==> src/hw/burst_cfg_consts.vh <==
// constants for the source burst configuration block
// assumes inclusion by bare name from hw/ design files
`ifndef BURST_CFG_CONSTS_VH
`define BURST_CFG_CONSTS_VH
// register offsets (byte addresses, one aligned word each)
`define OFF_CTRL 12'h000
`define OFF_BURST 12'h004
`define OFF_ON_LVL 12'h008
`define OFF_OFF_LVL 12'h00C
`define OFF_CAL 12'h010
`define OFF_STATUS 12'h014
`define OFF_EFF_LVL 12'h018
`define OFF_PUSH 12'h01C
`define OFF_POP 12'h020
// field positions
`define CTRL_ENABLE_BIT 0
`define CTRL_POLICY_BIT 1
`define PUSH_EOP_BIT 0
`define CAL_REPEAT_LSB 0
`define CAL_LEN_LSB 8
// reset values
`define RST_BURST 6'h01
`define RST_ON_LVL 9'h001
`define RST_OFF_LVL 9'h001
// limits
`define LVL_MAX 9'h1FC
`define LVL_MIN 9'h001
`define BURST_MIN 6'h01
`define FIFO_DEPTH 9'h1FC
`endif

==> src/hw/cfg_clamp.v <==
// cfg_clamp: clamps a value into a window [lo, hi]
// assumes lo <= hi from the caller
`timescale 1ns/100ps
`default_nettype none
module cfg_clamp #(
  parameter W = 9
) (
  input wire [W-1:0] value,
  input wire [W-1:0] lo,
  input wire [W-1:0] hi,
  output wire [W-1:0] result
);
  // raise below lo, lower above hi
  assign result = (value < lo) ? lo : ((value > hi) ? hi : value);
endmodule // cfg_clamp
`default_nettype wire

==> src/hw/skid_buf2.v <==
// skid_buf2: two-entry buffer with valid/ready on both sides
// assumes one clock, asynchronous active-low reset
`timescale 1ns/100ps
`default_nettype none
module skid_buf2 #(
  parameter W = 33
) (
  input wire pclk,
  input wire presetn,
  input wire in_valid,
  output wire in_ready,
  input wire [W-1:0] in_data,
  output wire out_valid,
  input wire out_ready,
  output wire [W-1:0] out_data
);
  reg [W-1:0] mem_ff [0:1];
  reg rd_ptr_ff;
  reg wr_ptr_ff;
  reg [1:0] cnt_ff;
  wire push;
  wire pop;
  assign in_ready = (cnt_ff != 2'h2);
  assign out_valid = (cnt_ff != 2'h0);
  assign out_data = mem_ff[rd_ptr_ff];
  assign push = in_valid & in_ready;
  assign pop = out_valid & out_ready;
  always @(posedge pclk or negedge presetn) begin
    if (!presetn) begin
      rd_ptr_ff <= 1'b0;
      wr_ptr_ff <= 1'b0;
      cnt_ff <= 2'h0;
      mem_ff[0] <= {W{1'b0}};
      mem_ff[1] <= {W{1'b0}};
    end else begin
      if (push) begin
        mem_ff[wr_ptr_ff] <= in_data;
        wr_ptr_ff <= ~wr_ptr_ff;
      end
      if (pop) begin
        rd_ptr_ff <= ~rd_ptr_ff;
      end
      if (push & ~pop) begin
        cnt_ff <= cnt_ff + 2'h1;
      end else if (pop & ~push) begin
        cnt_ff <= cnt_ff - 2'h1;
      end
    end
  end
endmodule // skid_buf2
`default_nettype wire

==> src/hw/source_burst_config.v <==
// source_burst_config: release policy, burst length and near-full levels
// for a source fifo, reached over apb; one clock stands for both domains
//
// Added by the designer: the register offsets and the APB slave port.
`timescale 1ns/100ps
`default_nettype none
`include "burst_cfg_consts.vh"
module source_burst_config #(
  parameter DEPTH = 9'h1FC
) (
  input wire pclk,
  input wire presetn,
  input wire psel,
  input wire penable,
  input wire pwrite,
  input wire [11:0] paddr,
  input wire [31:0] pwdata,
  output reg [31:0] prdata,
  output reg pready,
  output reg pslverr,
  output reg fifo_near_full_low,
  output reg burst_out_valid,
  input wire burst_out_ready,
  output reg [31:0] burst_out_data,
  output reg burst_out_last
);
  ////////////////////////////////////////////////////////////////////////////
  // configuration registers
  reg source_enable_ctl_ff;
  reg release_policy_select_ff;
  reg [5:0] max_burst_credits_ff;
  reg [8:0] near_full_on_level_ff;
  reg [8:0] near_full_off_level_ff;
  reg [7:0] calendar_repeat_count_ff;
  reg [8:0] calendar_sequence_length_ff;
  // apb decode
  wire setup;
  wire wr_acc;
  wire hit;
  assign setup = psel & ~penable;
  assign wr_acc = psel & penable & pready & pwrite;
  assign hit = (paddr == `OFF_CTRL) | (paddr == `OFF_BURST) | (paddr == `OFF_ON_LVL) |
               (paddr == `OFF_OFF_LVL) | (paddr == `OFF_CAL) | (paddr == `OFF_STATUS) |
               (paddr == `OFF_EFF_LVL) | (paddr == `OFF_PUSH) | (paddr == `OFF_POP);
  ////////////////////////////////////////////////////////////////////////////
  // effective values
  wire [5:0] eff_burst;
  wire [8:0] burst_w;
  wire [8:0] on_lo;
  wire [8:0] eff_on;
  wire [8:0] off_lo;
  wire [8:0] eff_off;
  wire [8:0] lvl_max;
  assign lvl_max = `LVL_MAX;
  // zero is the only illegal burst length
  assign eff_burst = (max_burst_credits_ff == 6'h00) ? `BURST_MIN : max_burst_credits_ff;
  assign burst_w = {3'h0, eff_burst};
  assign on_lo = release_policy_select_ff ? burst_w : `LVL_MIN;
  cfg_clamp #(.W(9)) u_on_clamp (
    .value(near_full_on_level_ff),
    .lo(on_lo),
    .hi(lvl_max),
    .result(eff_on)
  );
  // eff_on never exceeds 508 so the window stays ordered
  assign off_lo = eff_on;
  cfg_clamp #(.W(9)) u_off_clamp (
    .value(near_full_off_level_ff),
    .lo(off_lo),
    .hi(lvl_max),
    .result(eff_off)
  );
  ////////////////////////////////////////////////////////////////////////////
  // source fifo occupancy model, credits pushed and popped by software
  reg [8:0] used_ff;
  reg eop_pending_ff;
  reg [5:0] burst_cnt_ff;
  wire [8:0] free_cnt;
  wire push_req;
  wire pop_req;
  wire release_ok;
  wire buf_in_ready;
  wire buf_in_valid;
  wire buf_out_valid;
  wire [32:0] buf_out_data;
  wire [32:0] buf_in_data;
  wire buf_pop;
  assign free_cnt = DEPTH - used_ff;
  assign push_req = wr_acc & (paddr == `OFF_PUSH) & (used_ff != DEPTH);
  assign pop_req = wr_acc & (paddr == `OFF_POP);
  // policy zero: one credit or eop suffices; policy one: full burst or eop
  assign release_ok = source_enable_ctl_ff & (used_ff != 9'h000) &
                      (release_policy_select_ff ? (eop_pending_ff | (used_ff >= burst_w))
                                                : 1'b1);
  assign buf_in_valid = release_ok & pop_req;
  // last marks burst end: segment at burst length or at eop
  assign buf_in_data = {(burst_cnt_ff + 6'h01 == eff_burst) | (eop_pending_ff &
                        (used_ff == 9'h001)), pwdata};
  assign buf_pop = burst_out_valid & burst_out_ready;
  skid_buf2 #(.W(33)) u_buf (
    .pclk(pclk),
    .presetn(presetn),
    .in_valid(buf_in_valid),
    .in_ready(buf_in_ready),
    .in_data(buf_in_data),
    .out_valid(buf_out_valid),
    .out_ready(buf_pop | ~burst_out_valid),
    .out_data(buf_out_data)
  );
  wire took;
  assign took = buf_in_valid & buf_in_ready;
  reg [8:0] nxt_used;
  reg nxt_eop_pending;
  reg [5:0] nxt_burst_cnt;
  always @* begin
    nxt_used = used_ff;
    nxt_eop_pending = eop_pending_ff;
    nxt_burst_cnt = burst_cnt_ff;
    // a refused pop leaves the fill alone; software sees it in status
    if (push_req & ~took) begin
      nxt_used = used_ff + 9'h001;
    end else if (took & ~push_req) begin
      nxt_used = used_ff - 9'h001;
    end
    // set wins over clear
    if (push_req & pwdata[`PUSH_EOP_BIT]) begin
      nxt_eop_pending = 1'b1;
    end else if (took & (used_ff == 9'h001)) begin
      nxt_eop_pending = 1'b0;
    end
    if (took) begin
      if (buf_in_data[32]) begin
        nxt_burst_cnt = 6'h00;
      end else begin
        nxt_burst_cnt = burst_cnt_ff + 6'h01;
      end
    end
  end
  always @(posedge pclk or negedge presetn) begin
    if (!presetn) begin
      used_ff <= 9'h000;
      eop_pending_ff <= 1'b0;
      burst_cnt_ff <= 6'h00;
    end else begin
      used_ff <= nxt_used;
      eop_pending_ff <= nxt_eop_pending;
      burst_cnt_ff <= nxt_burst_cnt;
    end
  end
  always @(posedge pclk or negedge presetn) begin
    if (!presetn) begin
      burst_out_valid <= 1'b0;
      burst_out_data <= 32'h00000000;
      burst_out_last <= 1'b0;
    end else if (buf_pop | ~burst_out_valid) begin
      burst_out_valid <= buf_out_valid;
      burst_out_data <= buf_out_data[31:0];
      burst_out_last <= buf_out_data[32];
    end
  end
  ////////////////////////////////////////////////////////////////////////////
  // near-full with hysteresis
  localparam NF_CLEAR = 1'b0;
  localparam NF_SET = 1'b1;
  reg nf_state_ff;
  reg nxt_nf_state;
  always @* begin
    nxt_nf_state = nf_state_ff;
    case (nf_state_ff)
      NF_CLEAR: begin
        if (free_cnt <= eff_on) begin
          nxt_nf_state = NF_SET;
        end
      end
      NF_SET: begin
        // on level wins, so a level change cannot release early
        if ((free_cnt > eff_on) & (free_cnt >= eff_off)) begin
          nxt_nf_state = NF_CLEAR;
        end
      end
      default: begin
        nxt_nf_state = NF_CLEAR;
      end
    endcase
  end
  // output flop mirrors the state so the pin comes from a flop
  always @(posedge pclk or negedge presetn) begin
    if (!presetn) begin
      nf_state_ff <= NF_CLEAR;
      fifo_near_full_low <= 1'b1;
    end else begin
      nf_state_ff <= nxt_nf_state;
      fifo_near_full_low <= ~nxt_nf_state;
    end
  end
  ////////////////////////////////////////////////////////////////////////////
  // register writes; burst and calendar only change while disabled
  wire cfg_locked;
  assign cfg_locked = source_enable_ctl_ff;
  reg nxt_source_enable_ctl;
  reg nxt_release_policy_select;
  reg [5:0] nxt_max_burst_credits;
  reg [8:0] nxt_near_full_on_level;
  reg [8:0] nxt_near_full_off_level;
  reg [7:0] nxt_calendar_repeat_count;
  reg [8:0] nxt_calendar_sequence_length;
  // enable and levels stay writable so software can always stop the source
  always @* begin
    nxt_source_enable_ctl = source_enable_ctl_ff;
    nxt_release_policy_select = release_policy_select_ff;
    nxt_max_burst_credits = max_burst_credits_ff;
    nxt_near_full_on_level = near_full_on_level_ff;
    nxt_near_full_off_level = near_full_off_level_ff;
    nxt_calendar_repeat_count = calendar_repeat_count_ff;
    nxt_calendar_sequence_length = calendar_sequence_length_ff;
    if (wr_acc) begin
      case (paddr)
        `OFF_CTRL: begin
          nxt_source_enable_ctl = pwdata[`CTRL_ENABLE_BIT];
          nxt_release_policy_select = pwdata[`CTRL_POLICY_BIT];
        end
        `OFF_BURST: begin
          if (!cfg_locked) begin
            nxt_max_burst_credits = pwdata[5:0];
          end
        end
        `OFF_ON_LVL: nxt_near_full_on_level = pwdata[8:0];
        `OFF_OFF_LVL: nxt_near_full_off_level = pwdata[8:0];
        `OFF_CAL: begin
          if (!cfg_locked) begin
            nxt_calendar_repeat_count = pwdata[`CAL_REPEAT_LSB+7:`CAL_REPEAT_LSB];
            nxt_calendar_sequence_length = pwdata[`CAL_LEN_LSB+8:`CAL_LEN_LSB];
          end
        end
        default: begin
        end
      endcase
    end
  end
  always @(posedge pclk or negedge presetn) begin
    if (!presetn) begin
      source_enable_ctl_ff <= 1'b0;
      release_policy_select_ff <= 1'b0;
      max_burst_credits_ff <= `RST_BURST;
      near_full_on_level_ff <= `RST_ON_LVL;
      near_full_off_level_ff <= `RST_OFF_LVL;
      calendar_repeat_count_ff <= 8'h00;
      calendar_sequence_length_ff <= 9'h000;
    end else begin
      source_enable_ctl_ff <= nxt_source_enable_ctl;
      release_policy_select_ff <= nxt_release_policy_select;
      max_burst_credits_ff <= nxt_max_burst_credits;
      near_full_on_level_ff <= nxt_near_full_on_level;
      near_full_off_level_ff <= nxt_near_full_off_level;
      calendar_repeat_count_ff <= nxt_calendar_repeat_count;
      calendar_sequence_length_ff <= nxt_calendar_sequence_length;
    end
  end
  ////////////////////////////////////////////////////////////////////////////
  // apb answer: one wait-free access phase
  reg [31:0] nxt_rdata;
  always @* begin
    nxt_rdata = 32'h00000000;
    case (paddr)
      `OFF_CTRL: nxt_rdata = {30'h0, release_policy_select_ff, source_enable_ctl_ff};
      `OFF_BURST: nxt_rdata = {26'h0, max_burst_credits_ff};
      `OFF_ON_LVL: nxt_rdata = {23'h0, near_full_on_level_ff};
      `OFF_OFF_LVL: nxt_rdata = {23'h0, near_full_off_level_ff};
      `OFF_CAL: nxt_rdata = {15'h0, calendar_sequence_length_ff, calendar_repeat_count_ff};
      `OFF_STATUS: nxt_rdata = {12'h0, eff_burst, eop_pending_ff, ~fifo_near_full_low,
                                release_ok, buf_in_ready, 1'b0, used_ff};
      `OFF_EFF_LVL: nxt_rdata = {7'h0, eff_off, 7'h0, eff_on};
      default: nxt_rdata = 32'h00000000;
    endcase
  end
  always @(posedge pclk or negedge presetn) begin
    if (!presetn) begin
      pready <= 1'b0;
      pslverr <= 1'b0;
      prdata <= 32'h00000000;
    end else begin
      pready <= setup;
      pslverr <= setup & ~hit;
      prdata <= (setup & ~pwrite) ? nxt_rdata : 32'h00000000;
    end
  end
  // reads have no side effect, so no read strobe is decoded
endmodule // source_burst_config
`default_nettype wire
==> config.mk <==
export PLATFORM = sky130hd
export DESIGN_NAME = source_burst_config
export DESIGN_NICKNAME = d
export VERILOG_FILES = /design/src/hw/cfg_clamp.v /design/src/hw/skid_buf2.v /design/src/hw/source_burst_config.v
export VERILOG_INCLUDE_DIRS = /design/src /design/src/hw
export SDC_FILE = /design/constraint.sdc
export NUM_CORES = 1
export LEC_CHECK = 0
export BUFFER_PORTS_ARGS = -buffer_cell sky130_fd_sc_hd__buf_2
export CAP_MARGIN = 0
export CORE_ASPECT_RATIO = 0.7
export CORE_MARGIN = 2
export CORE_UTILIZATION = 60
export CTS_CLUSTER_SIZE = 8
export DETAILED_ROUTE_END_ITERATION = 10
export PLACE_DENSITY = 0.87
export SLEW_MARGIN = 20
export SYNTH_ARGS = -nofsm -noshare
export SYNTH_HDL_FRONTEND = slang
export SYNTH_HIERARCHICAL = 1
export SYNTH_SLANG_ARGS = --single-unit
==> constraint.sdc <==
create_clock -name pclk -period 10.75 [get_ports pclk]
set_input_delay 0 -clock pclk [delete_from_list [all_inputs] [get_ports pclk]]
set_output_delay 0 -clock pclk [all_outputs]
set_load 0.03 [all_outputs]
==> results of run 1 <==
==> per-layer routing <==
| layer | vias up | routed length [um] | track usage |
|---|---|---|---|
| met4 | 0 | 608 | 0.08675 |
| met1 | 4043 | 12920 | 0.4346 |
| li1 | 3715 | - | - |
| met2 | 443 | 12030 | 0.4075 |
| met3 | 50 | 2705 | 0.08076 |
| met5 | - | 0 | 0 |
==> area by class of cell <==
| class | count | area share |
|---|---|---|
| Timing Repair Buffer | 153 | 0.07544 |
| Multi-Input combinational cell | 669 | 0.4633 |
| Clock inverter | 14 | 0.01219 |
| Inverter | 70 | 0.02031 |
| Antenna cell | 1 | 0.0001934 |
| Sequential cell | 192 | 0.3718 |
| Clock buffer | 18 | 0.03395 |
| Tap cell | 236 | 0.02282 |
==> stage by stage <==
step                      area, um^2  utilization  std cells
final                          12940       0.7084       1353
after floorplan                11440            -        983
after CTS                      12930       0.7081       1352
after global placement         11960       0.6551       1283
after global routing           12940       0.7084       1353
after detailed placement       11960       0.6551       1283
==> final timing paths <==
path	slack [ns]	from	endpoint	cells past startpoint
max	4.98	max_burst_credits_ff[4]$_DFFE_PN0P_	fifo_near_full_low$_DFF_PN1_	21
min	0.04	paddr[4]	pslverr$_DFF_PN0_	3
max reg2reg	4.98	max_burst_credits_ff[4]$_DFFE_PN0P_	fifo_near_full_low$_DFF_PN1_	21
min reg2reg	0.51	u_buf/wr_ptr_ff$_DFFE_PN0P_	u_buf/wr_ptr_ff$_DFFE_PN0P_	1
max in group asynchronous	9.30	presetn	release_policy_select_ff$_DFFE_PN0P_	3
min in group asynchronous	0.23	presetn	prdata[23]$_DFF_PN0_	2
==> logic make-up after synthesis <==
family	after synthesis	share of synthesized area
buf+inv	122	0.05680
compound gates	151	0.1129
other cells	2	0.0006633
xor+xnor	29	0.02243
fa+ha+maj	64	0.07073
simple gates	199	0.09924
flops	192	0.4248
mux	193	0.2124
==> state kept, by name (all words and copies together) (netlist names), 2 cells and up <==
register / cells
u_buf/mem_ff: 66
burst_out_data: 32
prdata: 25
calendar_sequence_length_ff: 9
near_full_off_level_ff: 9
near_full_on_level_ff: 9
used_ff: 9
calendar_repeat_count_ff: 8
burst_cnt_ff: 6
max_burst_credits_ff: 6
u_buf/cnt_ff: 2
==> power breakdown <==
part	internal [mW]	total, mW	switching (mW)
Combinational	0.0284	0.0836	0.0552
Clock	0.319	0.640	0.321
Sequential	0.723	0.724	0.000805
==> timing repair <==
action,in CTS,in global routing
endpoints found under the hold margin,210,0
buffers inserted,0,0
endpoints found under the setup margin,0,0
hold buffers,37,0
==> worst register-to-register path: stages, from the launching register on <==
cell and delay, ns:
dfrtp_1 0.57, inv_1 0.14, a21oi_1 0.42, nand2_1 0.18
nand2b_1 0.13, a211o_1 0.16, a211o_1 0.33, nand2_1 0.33
o311ai_2 0.49, inv_1 0.09, ha_1 0.31, nand4_1 0.09
nor2_1 0.19, a211o_1 0.38, nand2_1 0.37, o311ai_2 0.36
inv_1 0.08, ha_1 0.31, a21o_1 0.18, a211oi_1 0.26
o21ai_0 0.16, and4_1 0.18
==> cells in the final DEF (no fill, tap or decap), types with 6 or more instances in the layout <==
cell,n
conb_1,33
nand2b_1,13
a21oi_1,13
nor2b_1,8
o21ai_0,42
dlygate4sd3_1,37
a22oi_1,8
nor3_1,6
a211oi_1,6
xnor2_1,17
and3_1,7
nand4_1,12
mux2_4,60
dfrtp_1,188
a22o_1,6
clkbuf_16,17
buf_2,110
o311ai_2,16
nor3_2,6
mux2_2,111
nor2_1,40
mux2i_1,16
nand3_1,22
xor2_1,12
nand2_1,38
inv_1,70
ha_1,64
o2111ai_1,18
and2_1,13
==> results.toml, run 1 <==
[clocking]
cts-root-buf = "clkbuf_16"
path_clk_slew_ns = 0.07
cts_resized = 0
cts_buffers = 17
cts_tree = "built"
clkLatencyLatePin_ns = 0.45
cts_max_path_buffers = 2
cts_sinks = 192
htreeDepth = 4

[route]
wl_per_cell_um = 20.89
postRouteAntennaNets = 0
vias = 8251
wl_mm = 28.26
first_pass_iters = 6
drc = 0
viasPerCell = 6.098
drt_iter0_markers = 929

[yosys]
async_reset_ff_frac = 1.000
yosysUniqueCellTypes = 71
ys.warnings.count = 6
synth-main-ff-cell = "dfrtp_1"
synth_edf_count = 0
ys_seq_elements = 192
synth_area_um2 = 11320
yosys-top-cells-area = "dfrtp_1 (42%), mux2_2 (11%), mux2_4 (8.0%)"
syn_avg_cell_area_um2 = 11.89
synth.most_common_cell = "dfrtp_1"
netlist_top_cells_count = "dfrtp_1 (188), mux2_2 (111), inv_1 (70), ha_1 (64), mux2_4 (60)"
syn_inst = 952
yosysTopAreaCellShare = 0.4155
yosysSeqAreaShare = 0.4248
synth.largest_area_cell = "dfrtp_1"

[setup_path]
path_cells = "inv_1 -> a21oi_1 -> nand2_1 -> nand2b_1 -> a211o_1 -> a211o_1 -> nand2_1 -> o311ai_2 -> inv_1 -> ha_1 -> nand4_1 -> nor2_1 -> a211o_1 -> nand2_1 -> o311ai_2 -> inv_1 -> ha_1 -> a21o_1 -> a211oi_1 -> o21ai_0 -> and4_1"
cp.arrival_ns = 6.15
critPathMaxStageDelay_ns = 0.57
path_buf_inv = 3
crit_required_ns = 11.12
crit_path_top_delay_cell = "dfrtp_1"
crit_type = "reg2reg"
crit_family = "compound AO/OA/AOI/OAI gates"
startpoint_type = "register"
endpoint_kind = "register"
cp_max_fo = 11

[layout]
drive_gt1_frac = 0.3351
syn2layout_area_growth_pct = 14.27
fillers = 1263
multiInputGateArea_um2 = 5995
regArea_um2 = 4810
nets = 1217

[sta]
fin_crit_sh = 0.5370
worst_pin_slew_ns = 0.9629
hold_viol_final = 0
worst_slack_ns = 4.977
setup_tns_ns = 0
grt_setup_unrepaired = "no"
setup_viol = 0
fmax_mhz = 173.2
worst_hold_slack_ns = 0.04206
slew_viol_final = 0
skew_ns = 0.01757
period_needed_ns = 5.773
slew_headroom = 0.3581

[die]
chipHeight_um = 118.9
initial_utilization = 0.6200
ioPinCount = 119
coreArea_um2 = 18260
dieArea_um2 = 20000
dieWidth_um = 168.2
rows = 41

[placement]
gp_congestion = 0.9596
dp_hpwl_mm = 19.61
port_buffers = 111
place_ws_ns = 5.293

[hold_path]
hold_path_class = "in2reg"

[grt]
grt_max_degree = 109
grt_overflow = 0
first_global_vias = 8232
grt_first_pass_wirelength_mm = 44.96
grt_usage = 0.2895
antenna_found_initial = 1

[outcome]
status = "completed"

[pwr]
leakage_nw = 6.477
peakVddDrop_uv = 104.4
power_mw = 1.447
pwr_density_cell_nw_per_um2 = 111.9

[job]
drv_cap = 0
Power figures use the tool's default switching activity.
==> run 2: changes to the inputs <==
Clock period 10.75 ns to 5.52 ns, I/O delays scaled along.
==> run 2 against run 1 <==
Effect of this change:
- power up 93%
- clock skew decreased by 0.0020 ns
- via count grew 0.87%
- global-route usage increased by 0.54 points
- die area did not move
- final area up 0.62%
- highest routed layer unchanged
==> results.toml, run 2 (synthesis results as in run 1) <==
[clocking]
cts_tree = "built"
cts_buffers = 17
cts-root-buf = "clkbuf_16"
cts_sinks = 192
clkLatencyLatePin_ns = 0.45
htreeDepth = 4
path_clk_slew_ns = 0.07
cts_max_path_buffers = 2

[layout]
largest_register = "u_buf/mem_ff"
layout_commonest_cell = "dfrtp_1"
design_area_um2 = 13020
mostFrequentLayoutCells = "dfrtp_1 (188), mux2_2 (111), buf_2 (110), inv_1 (70), ha_1 (64)"
largest_reg_flops = 66
drive_gt1_frac = 0.3431
nets = 1226
top_regs = "u_buf/mem_ff (66), burst_out_data (32), prdata (25)"
syn2layout_area_growth_pct = 14.97

[placement]
place_ws_ns = 0.1368
dp_hpwl_mm = 19.86
postPlaceCellArea_um2 = 12030
gp_congestion = 0.9394
port_buffers = 111

[job]
drv_cap = 0

[hold_path]
hold_path_class = "in2reg"
min_from = "paddr[4]"

[pwr]
pwr_density_cell_nw_per_um2 = 214.9
combPwrFrac = 0.058
power_frac_seq = 0.504
p_clk_frac = 0.437
intPower_mw = 2.080
peakVddDrop_uv = 175.0
p_sw_mw = 0.7173
leakage_nw = 6.537
p_sw_frac = 0.2564

[route]
first_pass_iters = 9
postRouteAntennaNets = 0
drt_iter0_markers = 1090
wl_mm = 28.70
vias = 8323
drc = 0
wl_per_cell_um = 21.07
viasPerCell = 6.111

[die]
dieWidth_um = 168.2
initial_utilization = 0.6200
rows = 41
dieArea_um2 = 20000
coreArea_um2 = 18260
ioPinCount = 119
chipHeight_um = 118.9

[sta]
slew_headroom = 0.3463
fin_crit_sh = 0.9394
worst_pin_slew_ns = 0.9806
slew_viol_final = 0
setup_viol = 0
period_needed_ns = 5.186
worst_slack_ns = 0.3345
setup_tns_ns = 0
hold_viol_final = 0
fmax_mhz = 192.8
skew_ns = 0.01560

[setup_path]
endpoint_kind = "register"
startpoint_type = "register"
cp.arrival_ns = 5.56
crit_path_top_delay_cell = "dfrtp_1"
timing.rr.start = "max_burst_credits_ff[1]$_DFFE_PN0P_"
crit_required_ns = 5.90
critPathMaxStageDelay_ns = 0.49
cp_max_fo = 11
path_cells = "nor4_2 -> a21oi_2 -> nand2_1 -> nand2b_1 -> a211o_1 -> a211oi_4 -> o21ai_0 -> o311ai_2 -> inv_1 -> ha_1 -> a211o_1 -> a211o_2 -> o2111ai_1 -> o211ai_2 -> ha_1 -> nand2b_1 -> a21o_1 -> a21o_1 -> a211oi_1 -> o21ai_0 -> and4_1"
cp-startpoint = "max_burst_credits_ff[1]$_DFFE_PN0P_"
crit_type = "reg2reg"

[grt]
first_global_vias = 8256
grt_first_pass_wirelength_mm = 45.65
antenna_found_initial = 1
grt_max_degree = 76
grt_overflow = 0
grt_usage = 0.2949

[outcome]
status = "completed"
## run 2: changes by cell type in the layout (fill, tap and decap cells not counted), moves of 2 or more
| cell | before | now |
|---|---|---|
| clkinv_4 | 1 | 3 |
| a211o_1 | 5 | 3 |
| inv_8 | 1 | 3 |
| buf_4 | 4 | 14 |
| inv_6 | 5 | 3 |
| a211o_2 | 0 | 2 |
## run 2: what timing repair did
action | 4_1_cts | 5_1_grt
hold buffers | 36 | 1
buffers inserted | 0 | 0
resized for setup | 0 | 7
endpoints found under the hold margin | 176 | 2
setup endpoints to repair | 0 | 2
## run 2: layout make-up
cell class                      instances  area (um^2)
Clock buffer                           19        442.9
Sequential cell                       192         4810
Inverter                               70        262.8
Clock inverter                         13        142.6
Timing Repair Buffer                  162         1040
Antenna cell                            1        2.502
Multi-Input combinational cell        669         6022
Tap cell                              236        295.3
Fill cell                            1242         5245
## run 2: metal layers
metal	vias to the layer above	GRT usage	routed length, um
met3	42	0.08408	2849
met1	4148	0.4430	13130
met2	406	0.4241	12320
li1	3727	-	-
met5	-	0	0
met4	0	0.06519	397
## run 2: worst paths after layout
kind	depth (start not counted)	slack (ns)	end
hold reg to reg	1	0.50	calendar_sequence_length_ff[5]$_DFFE_PN0P_
min in group asynchronous	2	0.13	prdata[23]$_DFF_PN0_
setup / recovery	21	0.33	fifo_near_full_low$_DFF_PN1_
setup reg to reg	21	0.33	fifo_near_full_low$_DFF_PN1_
hold / removal	3	0.02	pslverr$_DFF_PN0_
max in group asynchronous	3	4.16	u_buf/mem_ff[7]$_DFFE_PN0P_
## run 2: worst max-delay path: cells and delay by family (launching register included)
kind	cells	cell delay, ns
fa+ha+maj	2	0.59
flops	1	0.49
buf+inv	1	0.10
simple gates	5	0.89
compound gates	13	3.02
## run 2: power by group through the flow
stage | clock, mW | sequential (mW) | combinational (mW)
6_report | 1.22 | 1.41 | 0.163
5_1_grt | 1.29 | 1.41 | 0.181
4_1_cts | 1.23 | 1.41 | 0.158
3_5_place_dp | 0 | 1.44 | 0.138
3_3_place_gp | 0 | 1.44 | 0.137
2_1_floorplan | 0 | 1.44 | 0.0642
## run 2: metrics by stage
stage | total power, mW | utilization | cells | hold slack, ns
6_report | 2.797 | 0.7128 | 1362 | 0.02097
5_1_grt | 2.886 | 0.7128 | 1362 | 0.02666
4_1_cts | 2.802 | 0.7103 | 1360 | 0.001907
3_5_place_dp | 1.576 | 0.6585 | 1292 | 0.06412
3_3_place_gp | 1.574 | 0.6585 | 1292 | 0.06174
2_1_floorplan | 1.506 | - | 983 | -0.2956
